[config.mk]
export PLATFORM = sky130hd
export DESIGN_NAME = sdram_cmd_core
export DESIGN_NICKNAME = d
export VERILOG_FILES = /design/src/common/sdram_cmd_pkg.sv /design/src/hw/sdram_cmd_core.sv /design/src/hw/sdram_cmd_decode.sv /design/src/hw/sdram_read_lanes.sv
export SDC_FILE = /design/constraint.sdc
export NUM_CORES = 1
export LEC_CHECK = 0
export ABC_AREA = 1
export BUFFER_PORTS_ARGS = -buffer_cell sky130_fd_sc_hd__buf_2
export CELL_PAD_IN_SITES_DETAIL_PLACEMENT = 1
export CELL_PAD_IN_SITES_GLOBAL_PLACEMENT = 2
export CORE_MARGIN = 4
export CORE_UTILIZATION = 25
export DETAILED_ROUTE_END_ITERATION = 7
export GPL_TIMING_DRIVEN = 0
export PLACE_DENSITY = 0.64
export SKIP_LAST_GASP = 1
export SLEW_MARGIN = 20
export SYNTH_ARGS = -nofsm -noshare
export SYNTH_HDL_FRONTEND = slang
export SYNTH_SLANG_ARGS = --single-unit
[constraint.sdc]
create_clock -name clk -period 4.63 [get_ports clk]
set_input_delay 0.926 -clock clk [delete_from_list [all_inputs] [get_ports clk]]
set_output_delay 0.926 -clock clk [all_outputs]
set_load 0.05 [all_outputs]
[src/common/sdram_cmd_pkg.sv]
// constants, types and decode helpers for the sdram command block
//Behaviour
//RQ1: drive from edge n+m-1, valid by n+m
//RQ2: read latency selectable as one, two, three
//RQ3: controller matches latency to clock frequency
//RQ4: controller writes operating mode bits as zero
//RQ5: write single mode makes writes one location
//RQ6: controller never writes reserved or test codes
//RQ7: chip select high blocks new commands
//RQ8: no operation leaves running bursts alone
//RQ9: strobe pattern decodes to the seven commands; the decoder takes eight patterns
//RQ10: clock enable high except entering self refresh
//RQ11: refresh with clock enable low self refreshes
//RQ12: refresh row comes from internal counter
//RQ13: mode load takes op-code from address
//RQ14: activate takes row and bank
//RQ15: access takes column, bank, auto precharge
//RQ16: precharge closes one bank or all
//RQ17: mask gates writes now, reads two later
//RQ18: one mask input per byte lane
//RQ19: mode load only idle, then wait delay
//RQ20: mode register field layout
//RQ21: mode register unknown until loaded, then kept
//RQ22: all inputs sampled on rising clock edge
package sdram_cmd_pkg;

  localparam int ADDR_W = 12;
  localparam int COL_W  = 8;
  localparam int BANK_W = 2;
  localparam int BANKS  = 4;
  localparam int LANES  = 4;
  localparam int LANE_W = 8;
  localparam int DQ_W   = LANES * LANE_W;

  // ****************************
  // mode register layout
  // ****************************
  localparam int MR_BURST_LEN_LSB = 0;
  localparam int MR_BURST_TYPE    = 3;
  localparam int MR_LAT_LSB       = 4;
  localparam int MR_OPMODE_LSB    = 7;
  localparam int MR_WR_SINGLE     = 9;
  localparam int AUTO_PRE_BIT     = 10;

  localparam logic [1:0] OPMODE_NORMAL = 2'h0;
  localparam logic [2:0] BLEN_2    = 3'h1;
  localparam logic [2:0] BLEN_4    = 3'h2;
  localparam logic [2:0] BLEN_8    = 3'h3;
  localparam logic [2:0] BLEN_PAGE = 3'h7;
  localparam logic [7:0] BMASK_1    = 8'h00;
  localparam logic [7:0] BMASK_2    = 8'h01;
  localparam logic [7:0] BMASK_4    = 8'h03;
  localparam logic [7:0] BMASK_8    = 8'h07;
  localparam logic [7:0] BMASK_PAGE = 8'hff;
  localparam logic [2:0] LAT_CODE_1 = 3'h1;
  localparam logic [2:0] LAT_CODE_2 = 3'h2;
  localparam logic [1:0] RL_ONE     = 2'h1;
  localparam logic [1:0] RL_TWO     = 2'h2;
  localparam logic [1:0] RL_THREE   = 2'h3;
  localparam logic [3:0] ALL_BANKS  = 4'hf;

  // strobe patterns {ras_n, cas_n, we_n} with chip select low
  localparam logic [2:0] ENC_IDLE  = 3'h7;
  localparam logic [2:0] ENC_ACT   = 3'h3;
  localparam logic [2:0] ENC_RD    = 3'h5;
  localparam logic [2:0] ENC_WR    = 3'h4;
  localparam logic [2:0] ENC_BTERM = 3'h6;
  localparam logic [2:0] ENC_PRE   = 3'h2;
  localparam logic [2:0] ENC_REF   = 3'h1;
  localparam logic [2:0] ENC_MODE  = 3'h0;

  typedef enum logic [3:0] {
    CMD_INHIBIT            = 4'h0,
    CMD_NO_OPERATION       = 4'h1,
    CMD_ACTIVATE           = 4'h2,
    CMD_READ               = 4'h3,
    CMD_WRITE              = 4'h4,
    CMD_BURST_STOP         = 4'h5,
    CMD_PRECHARGE          = 4'h6,
    CMD_AUTO_REFRESH       = 4'h7,
    CMD_SELF_REFRESH       = 4'h8,
    CMD_MODE_REGISTER_LOAD = 4'h9
  } cmd_t;

  // reserved burst codes fall back to a single beat
  function automatic logic [COL_W-1:0] burst_mask(input logic [2:0] code);
    case (code)
      BLEN_2:    burst_mask = BMASK_2;
      BLEN_4:    burst_mask = BMASK_4;
      BLEN_8:    burst_mask = BMASK_8;
      BLEN_PAGE: burst_mask = BMASK_PAGE;
      default:   burst_mask = BMASK_1;
    endcase
  endfunction

  // reserved latency codes fall back to the slowest setting
  function automatic logic [1:0] read_lat(input logic [2:0] code);
    case (code)
      LAT_CODE_1: read_lat = RL_ONE;
      LAT_CODE_2: read_lat = RL_TWO;
      default:    read_lat = RL_THREE;
    endcase
  endfunction

endpackage

[src/hw/sdram_cmd_core.sv]
// command, mode register and burst handling of the sdram device
`timescale 1ns/1ps
module sdram_cmd_core
  import sdram_cmd_pkg::*;
(
  input  wire logic              clk,
  input  wire logic              rst_n,
  input  wire logic              cke,
  input  wire logic              cs_n,
  input  wire logic              ras_n,
  input  wire logic              cas_n,
  input  wire logic              we_n,
  input  wire logic              bank_select_low,
  input  wire logic              bank_select_high,
  input  wire logic [ADDR_W-1:0] addr,
  input  wire logic [LANES-1:0]  dqm,
  input  wire logic [DQ_W-1:0]   dq_in,
  output logic      [DQ_W-1:0]   dq_out,
  output logic      [LANES-1:0]  dq_oe,
  output logic                   core_act,
  output logic      [BANK_W-1:0] core_act_bank,
  output logic      [ADDR_W-1:0] core_act_row,
  output logic                   core_rd,
  output logic                   core_wr,
  output logic      [BANK_W-1:0] core_bank,
  output logic      [COL_W-1:0]  core_col,
  output logic                   core_auto_pre,
  output logic      [DQ_W-1:0]   core_wr_data,
  output logic      [LANES-1:0]  core_wr_be,
  input  wire logic [DQ_W-1:0]   core_rd_data,
  output logic                   core_pre,
  output logic      [BANKS-1:0]  core_pre_banks,
  output logic                   core_ref,
  output logic      [ADDR_W-1:0] core_ref_row,
  output logic                   self_refresh,
  output logic                   mode_normal
);

  // ****************************
  // command decode
  // ****************************
  cmd_t              cmd_pin;
  cmd_t              cmd;
  logic [BANK_W-1:0] bank;
  logic [ADDR_W-1:0] mode_r;
  logic              mode_loaded_r;
  logic [1:0]        lat;
  logic [COL_W-1:0]  bmask;
  logic [LANES-1:0]  wr_be;

  // RQ22 pins are used at the edge they are sampled
  sdram_cmd_decode sdram_cmd_decode_inst (
    .cke   (cke),
    .cs_n  (cs_n),
    .ras_n (ras_n),
    .cas_n (cas_n),
    .we_n  (we_n),
    .cmd   (cmd_pin)
  );

  // RQ12 self refresh ignores every pin but clock enable
  assign cmd  = self_refresh ? CMD_INHIBIT : cmd_pin;
  assign bank = {bank_select_high, bank_select_low};

  // ****************************
  // mode register
  // ****************************
  // RQ21 no reset: contents stay unknown until the first load
  // RQ13 op-code from the address pins
  always_ff @(posedge clk)
    if (cmd == CMD_MODE_REGISTER_LOAD)
      mode_r <= addr;

  always_ff @(posedge clk)
    if (!rst_n)
      mode_loaded_r <= 1'b0;
    else if (cmd == CMD_MODE_REGISTER_LOAD)
      mode_loaded_r <= 1'b1;

  // RQ20 field extraction
  assign bmask = burst_mask(mode_r[MR_BURST_LEN_LSB +: 3]);
  // RQ2 latency one to three
  assign lat   = read_lat(mode_r[MR_LAT_LSB +: 3]);
  assign mode_normal = mode_loaded_r &&
                       (mode_r[MR_OPMODE_LSB +: 2] == OPMODE_NORMAL);

  // ****************************
  // burst sequencing
  // ****************************
  logic [COL_W-1:0]  left_r;
  logic [COL_W-1:0]  idx_r;
  logic [COL_W-1:0]  start_r;
  logic [BANK_W-1:0] acc_bank_r;
  logic              acc_wr_r;
  logic              acc_ap_r;
  logic              new_acc;
  logic              beat;
  logic              beat_wr;
  logic [COL_W-1:0]  beat_k;
  logic [COL_W-1:0]  beat_start;
  logic [COL_W-1:0]  beat_off;
  logic [COL_W-1:0]  beat_col;

  assign new_acc = (cmd == CMD_READ) || (cmd == CMD_WRITE);
  // RQ8 idle commands let a running burst go on
  assign beat    = new_acc ||
                   ((left_r != '0) && (cmd != CMD_BURST_STOP));
  assign beat_wr    = new_acc ? (cmd == CMD_WRITE) : acc_wr_r;
  assign beat_k     = new_acc ? '0 : idx_r;
  // RQ15 column from the low address pins
  assign beat_start = new_acc ? addr[COL_W-1:0] : start_r;
  // interleaved order is start xor beat, sequential is start plus beat
  assign beat_off   = mode_r[MR_BURST_TYPE] ? (beat_start ^ beat_k) :
                      COL_W'(beat_start + beat_k);
  // wrap inside the block chosen by the burst length
  assign beat_col   = (beat_start & ~bmask) | (beat_off & bmask);

  always_ff @(posedge clk)
    if (!rst_n)
    begin
      left_r   <= '0;
      idx_r    <= '0;
      acc_wr_r <= 1'b0;
    end
    else if (new_acc)
    begin
      // RQ5 write single mode cuts writes to one beat
      if (cmd == CMD_WRITE && mode_r[MR_WR_SINGLE])
        left_r <= '0;
      else
        left_r <= bmask;
      idx_r    <= COL_W'(1);
      acc_wr_r <= (cmd == CMD_WRITE);
    end
    else if (cmd == CMD_BURST_STOP)
      left_r <= '0;
    else if (left_r != '0)
    begin
      left_r <= COL_W'(left_r - COL_W'(1));
      idx_r  <= COL_W'(idx_r + COL_W'(1));
    end

  // RQ15 bank and auto precharge captured per access
  always_ff @(posedge clk)
    if (new_acc)
    begin
      start_r    <= addr[COL_W-1:0];
      acc_bank_r <= bank;
      acc_ap_r   <= addr[AUTO_PRE_BIT];
    end

  // ****************************
  // array side requests
  // ****************************
  always_ff @(posedge clk)
    if (!rst_n)
    begin
      core_rd       <= 1'b0;
      core_wr       <= 1'b0;
      core_bank     <= '0;
      core_col      <= '0;
      core_auto_pre <= 1'b0;
      core_wr_data  <= '0;
      core_wr_be    <= '0;
    end
    else
    begin
      core_rd <= beat && !beat_wr;
      core_wr <= beat && beat_wr;
      if (beat)
      begin
        core_bank     <= new_acc ? bank : acc_bank_r;
        core_col      <= beat_col;
        core_auto_pre <= new_acc ? addr[AUTO_PRE_BIT] : acc_ap_r;
        core_wr_data  <= dq_in;
        // RQ17 write mask coincident with data
        core_wr_be    <= wr_be;
      end
    end

  // RQ14 row and bank for activate
  always_ff @(posedge clk)
    if (!rst_n)
    begin
      core_act      <= 1'b0;
      core_act_bank <= '0;
      core_act_row  <= '0;
    end
    else
    begin
      core_act <= (cmd == CMD_ACTIVATE);
      if (cmd == CMD_ACTIVATE)
      begin
        core_act_bank <= bank;
        core_act_row  <= addr;
      end
    end

  // RQ16 one bank by select, or all banks
  always_ff @(posedge clk)
    if (!rst_n)
    begin
      core_pre       <= 1'b0;
      core_pre_banks <= '0;
    end
    else
    begin
      core_pre <= (cmd == CMD_PRECHARGE);
      if (cmd == CMD_PRECHARGE)
        core_pre_banks <= addr[AUTO_PRE_BIT] ? ALL_BANKS :
                          (BANKS'(1) << bank);
    end

  // ****************************
  // refresh
  // ****************************
  logic [ADDR_W-1:0] ref_cnt_r;

  // RQ12 refresh row from the internal counter
  always_ff @(posedge clk)
    if (!rst_n)
    begin
      ref_cnt_r    <= '0;
      core_ref     <= 1'b0;
      core_ref_row <= '0;
    end
    else
    begin
      core_ref <= (cmd == CMD_AUTO_REFRESH) ||
                  (cmd == CMD_SELF_REFRESH);
      if (cmd == CMD_AUTO_REFRESH || cmd == CMD_SELF_REFRESH)
      begin
        core_ref_row <= ref_cnt_r;
        ref_cnt_r    <= ADDR_W'(ref_cnt_r + ADDR_W'(1));
      end
    end

  // RQ11 self refresh held until clock enable returns high
  always_ff @(posedge clk)
    if (!rst_n)
      self_refresh <= 1'b0;
    else if (cmd == CMD_SELF_REFRESH)
      self_refresh <= 1'b1;
    else if (self_refresh && cke)
      self_refresh <= 1'b0;

  // ****************************
  // read output lanes
  // ****************************
  sdram_read_lanes sdram_read_lanes_inst (
    .clk          (clk),
    .rst_n        (rst_n),
    .rd_beat      (beat && !beat_wr),
    .lat          (lat),
    .dqm          (dqm),
    .core_rd_data (core_rd_data),
    .dq_out       (dq_out),
    .dq_oe        (dq_oe),
    .wr_be        (wr_be)
  );
endmodule // sdram_cmd_core

[src/hw/sdram_cmd_decode.sv]
// command decoder for the strobe, select and clock enable pins
`timescale 1ns/1ps
module sdram_cmd_decode
  import sdram_cmd_pkg::*;
(
  input  wire logic cke,
  input  wire logic cs_n,
  input  wire logic ras_n,
  input  wire logic cas_n,
  input  wire logic we_n,
  output cmd_t      cmd
);

  always_comb
  begin
    cmd = CMD_INHIBIT;
    // RQ7 deselect
    if (!cs_n)
    begin
      // RQ9 strobe decode
      unique case ({ras_n, cas_n, we_n})
        ENC_IDLE:  cmd = CMD_NO_OPERATION;
        ENC_ACT:   cmd = CMD_ACTIVATE;
        ENC_RD:    cmd = CMD_READ;
        ENC_WR:    cmd = CMD_WRITE;
        ENC_BTERM: cmd = CMD_BURST_STOP;
        ENC_PRE:   cmd = CMD_PRECHARGE;
        // RQ11 refresh kind
        ENC_REF:   cmd = cke ? CMD_AUTO_REFRESH : CMD_SELF_REFRESH;
        ENC_MODE:  cmd = CMD_MODE_REGISTER_LOAD;
      endcase
      // clock suspended: nothing but self refresh entry is taken
      if (!cke && cmd != CMD_SELF_REFRESH)
        cmd = CMD_INHIBIT;
    end
  end

endmodule // sdram_cmd_decode

[src/hw/sdram_read_lanes.sv]
// read output pipeline with per-lane byte masks
`timescale 1ns/1ps
module sdram_read_lanes
  import sdram_cmd_pkg::*;
#(
  parameter int NLANES = LANES,
  parameter int LW     = LANE_W
)
(
  input  wire logic                 clk,
  input  wire logic                 rst_n,
  input  wire logic                 rd_beat,
  input  wire logic [1:0]           lat,
  input  wire logic [NLANES-1:0]    dqm,
  input  wire logic [NLANES*LW-1:0] core_rd_data,
  output logic      [NLANES*LW-1:0] dq_out,
  output logic      [NLANES-1:0]    dq_oe,
  output logic      [NLANES-1:0]    wr_be
);

  logic [1:0]           beat_d_r;
  logic [NLANES-1:0]    dqm_d1_r;
  logic [NLANES-1:0]    dqm_d2_r;
  logic [NLANES*LW-1:0] data_d1_r;
  logic [NLANES*LW-1:0] data_d2_r;
  logic                 beat_sel;

  always_ff @(posedge clk)
    if (!rst_n)
    begin
      beat_d_r <= '0;
      dqm_d1_r <= '1;
      dqm_d2_r <= '1;
    end
    else
    begin
      beat_d_r <= {beat_d_r[0], rd_beat};
      dqm_d1_r <= dqm;
      dqm_d2_r <= dqm_d1_r;
    end

  always_ff @(posedge clk)
  begin
    data_d1_r <= core_rd_data;
    data_d2_r <= data_d1_r;
  end

  // RQ1 drive starts latency minus one after the beat
  assign beat_sel = (lat == RL_ONE) ? rd_beat :
                    (lat == RL_TWO) ? beat_d_r[0] : beat_d_r[1];

  // RQ17 write mask takes effect in the same cycle
  assign wr_be = ~dqm;

  genvar i;
  for (i = 0; i < NLANES; i++)
  begin : g_lane
    // RQ18 one mask bit per byte lane
    always_ff @(posedge clk)
      if (!rst_n)
      begin
        dq_oe[i]             <= 1'b0;
        dq_out[i*LW +: LW]   <= '0;
      end
      else
      begin
        // RQ17 read mask seen two clocks late
        dq_oe[i] <= beat_sel & ~dqm_d2_r[i];
        // data lands one edge after drive begins
        dq_out[i*LW +: LW] <= (lat == RL_ONE) ? core_rd_data[i*LW +: LW] :
                              (lat == RL_TWO) ? data_d1_r[i*LW +: LW] :
                                                data_d2_r[i*LW +: LW];
      end
  end
endmodule // sdram_read_lanes

==> impl_results.md <==
* DIE WIDTH at 195 microns
* Crit path DAT at 3.74 ns
* Post-CTS sizing at 0
* Power density cells at 551 nW/um^2
* Worst-path cell chain: buf_2, inv_2, nand2_1, nor2_2, nand2_2, nand2_2, inv_2, buf_2, nand2_1, nand2_1, ha_1, inv_1, fa_1, inv_1, nand3_1, a21oi_1, xnor2_1, a21oi_1, o21ai_1, a21oi_1
* Remaining DRCs at 0
* Total number of vias at 7,647
* Syn Inst Count at 1,042
* Register area share after synthesis at 56.8%
* Min Tclk post-route at 3.34 ns
* Max-cap viol count at 0
* Syn nets at 1,143
* WS Path Type: input pin to flop
* Distinct cells, synth at 37
* Worst hold path type: flop to flop
* Max incr delay on CP at about 0.40 ns
* Final GP Congestion at 0.778
* DR vias/cell at 4.33
* Crit end category: flop
* Area leader, netlist: dfxtp_1
* GRT Util Overall at 14.8%
* RSZ-0062 raised after global routing: false
* Critical Path Source Type: input pin
* Reg clk slew, reported paths at 0.06 ns
* Worst slew pin tran at around 0.92 ns
* Largest cells by area after synthesis: dfxtp_1 53%, nand2_1 11%, a21oi_1 6.6%
* Final setup violation count at 0
* DRT Pass-1 Iters at 4
* Seq cells post-synth at 243
* CP max FO at 10
* IR drop worst, VDD at 249 uV
* Final instance area at about 11,000 sq um
* Maximum clock path buffer count at 3
* Clk root buf: clkbuf_16
* Synthesized area per cell at 8.39 sq um
* Post-Syn Area at 8750 sq um
* Synth top area share at a little over half
* Gr ovfl total at 0
* CTS sink cnt at 243
* Hpwl dp at 22,000 microns
* Die area at 38,000 sq um
* WL final at 29,300 microns
* Dpl cell area at 10,400 sq um
* Top-Level Pins at ~210
* WL/cell at 16.6 microns
* Tcrit/Tclk final at 72.2%
* Count of pins over their slew limit at 0
* Antenna violations before repair at 1
* Largest net degree at the start of global routing at 15
* Leakage at 5.30 nW
* Setup TNS Final at 0 ns
* Row Count at 68
* Post-CTS Setup Bufs at 0
* Final layout net count at 1,385
* H-tree Lvls at 1
* Antenna-violating nets left at 0
* Area grow syn2layout at 30.0%
* Starting DRT DRC Count at 238
* First-pass GRT wire length at around 46,000 microns
* Worst path slowest cell: fa_1
* Fmax at between 200 and 300 MHz
* Initial core utilization at 25.3%
* Vias in the first global route at 8,142
* CTS tree: yes
* Setup Skew at 0.0152 ns
* Die height at 195 microns
* Core area at 34,500 sq um
* Post-CTS Hold Buffers at 0
* Max_slew headroom at 38.7%
* Outcome: complete, no violations
* Port buffer count at 208
* Clock buffer count from CTS at 30
* Worst endpoint required time at just over 5 ns
* Synth warn at 0
* Ratio of cells with drive above 1 in the final layout at 23.0%
* Clock Latency Late Sink at 0.55 ns
* Hold Fails Final Rpt at 0
-- cells by family after synthesis --
logic type | count (synthesis) | share of synthesized area (%)
AND/OR/NAND/NOR | 425 | 21.1
adder cells (fa/ha/maj) | 12 | 1.80
XOR/XNOR | 11 | 1.10
buffers and inverters | 157 | 7.10
AO/OA/AOI/OAI | 194 | 12.2
flip-flops | 243 | 56.8
-- metrics by stage --
step	power (mW)	util, %	std cells	worst slack (ns)	hold WS (ns)
finish	6.27	32.9	1765	1.29	0.343
global route	6.64	32.9	1763	1.07	0.351
CTS	6.39	32.9	1763	1.27	0.350
detailed placement	4.01	30.0	1707	0.705	0.337
global placement	3.99	30.0	1705	0.246	0.333
floorplan	3.54	-	1042	1.53	0.331
-- Yosys cell counts --
cell	number
a2111oi_1	1
or2_2	8
inv_1	101
nand2_2	3
buf_6	1
dfxtp_1	233
nand3b_1	2
buf_2	13
edfxtp_1	10
nand3_2	1
o21ai_1	7
and3_1	1
nand4_2	2
clkbuf_1	30
nor2_1	48
o211ai_1	33
nand3_1	77
nor3_1	18
o21ai_0	35
nor3_2	3
buf_4	2
buf_1	2
fa_1	1
xor2_1	7
nand2_4	1
nor4_1	2
nand2_1	247
xnor2_1	4
ha_1	11
nor3b_1	4
nand4_1	6
nor2_2	2
o21ai_2	1
a21oi_1	115
a31oi_1	2
inv_2	7
clkinv_1	1
-- flip-flops by register name, indices dropped and copies added, names as in the netlist, 10 cells and up --
signal / flops
sdram_read_lanes_inst.data_d1_r: 32
ref_cnt_r: 12
core_wr_data: 32
mode_r: 10
core_ref_row: 12
sdram_read_lanes_inst.data_d2_r: 32
core_act_row: 12
sdram_read_lanes_inst.dq_out: 32
-- cell type report --
| cell class | count | area [sq um] |
|---|---|---|
| Inverter | 109 | 409 |
| Clock buffer | 47 | 896 |
| Sequential cell | 243 | 4960 |
| Timing Repair Buffer | 210 | 1050 |
| Buffer | 48 | 211 |
| Fill cell | 4172 | 23200 |
| Clock inverter | 9 | 98.8 |
| Tap cell | 455 | 569 |
| Multi-Input combinational cell | 642 | 3170 |
| Antenna cell | 2 | 5.00 |
-- worst max-delay path, delay by kind of cell --
family,cells,cell delay [ns]
XOR/XNOR,1,0.14
adder cells (fa/ha/maj),2,0.60
buffers and inverters,6,0.94
AO/OA/AOI/OAI,4,0.49
AND/OR/NAND/NOR,7,0.66
-- routing by layer --
layer  vias up  track usage (%)  share of wire (%)
li1       3896                -                  -
met1      3531             20.5                 48
met2       188             23.7                 44
met3        32             4.02                6.7
met4         0             2.59                1.2
met5         -                0                  0
-- worst paths after layout --
path	from	to	slack [ns]	cells past startpoint
setup reg to reg	self_refresh	core_col[4]	1.43	19
setup / recovery	cas_n	core_col[4]	1.29	20
hold reg to reg	sdram_read_lanes_inst.data_d1_r[16]	sdram_read_lanes_inst.data_d2_r[16]	0.34	0
hold / removal	sdram_read_lanes_inst.data_d1_r[16]	sdram_read_lanes_inst.data_d2_r[16]	0.34	0
-- cell usage in the layout, fill, tap and decap left out, types with 18 or more instances in the layout --
| cell | netlist | layout |
|---|---|---|
| inv_1 | 101 | 101 |
| clkbuf_1 | 30 | 40 |
| nand2_1 | 247 | 247 |
| nor2_1 | 48 | 48 |
| o211ai_1 | 33 | 33 |
| nor3_1 | 18 | 18 |
| dfxtp_1 | 233 | 233 |
| buf_2 | 13 | 223 |
| a21oi_1 | 115 | 115 |
| clkbuf_16 | 0 | 31 |
| nand3_1 | 77 | 77 |
| o21ai_0 | 35 | 35 |
-- report_power, final --
group          total (mW)  switching, mW  internal [mW]
Clock                2.33          0.903           1.43
Sequential           2.43          0.103           2.33
Combinational        1.50           1.09          0.409
Note: power is estimated with default switching activity, not from simulation.
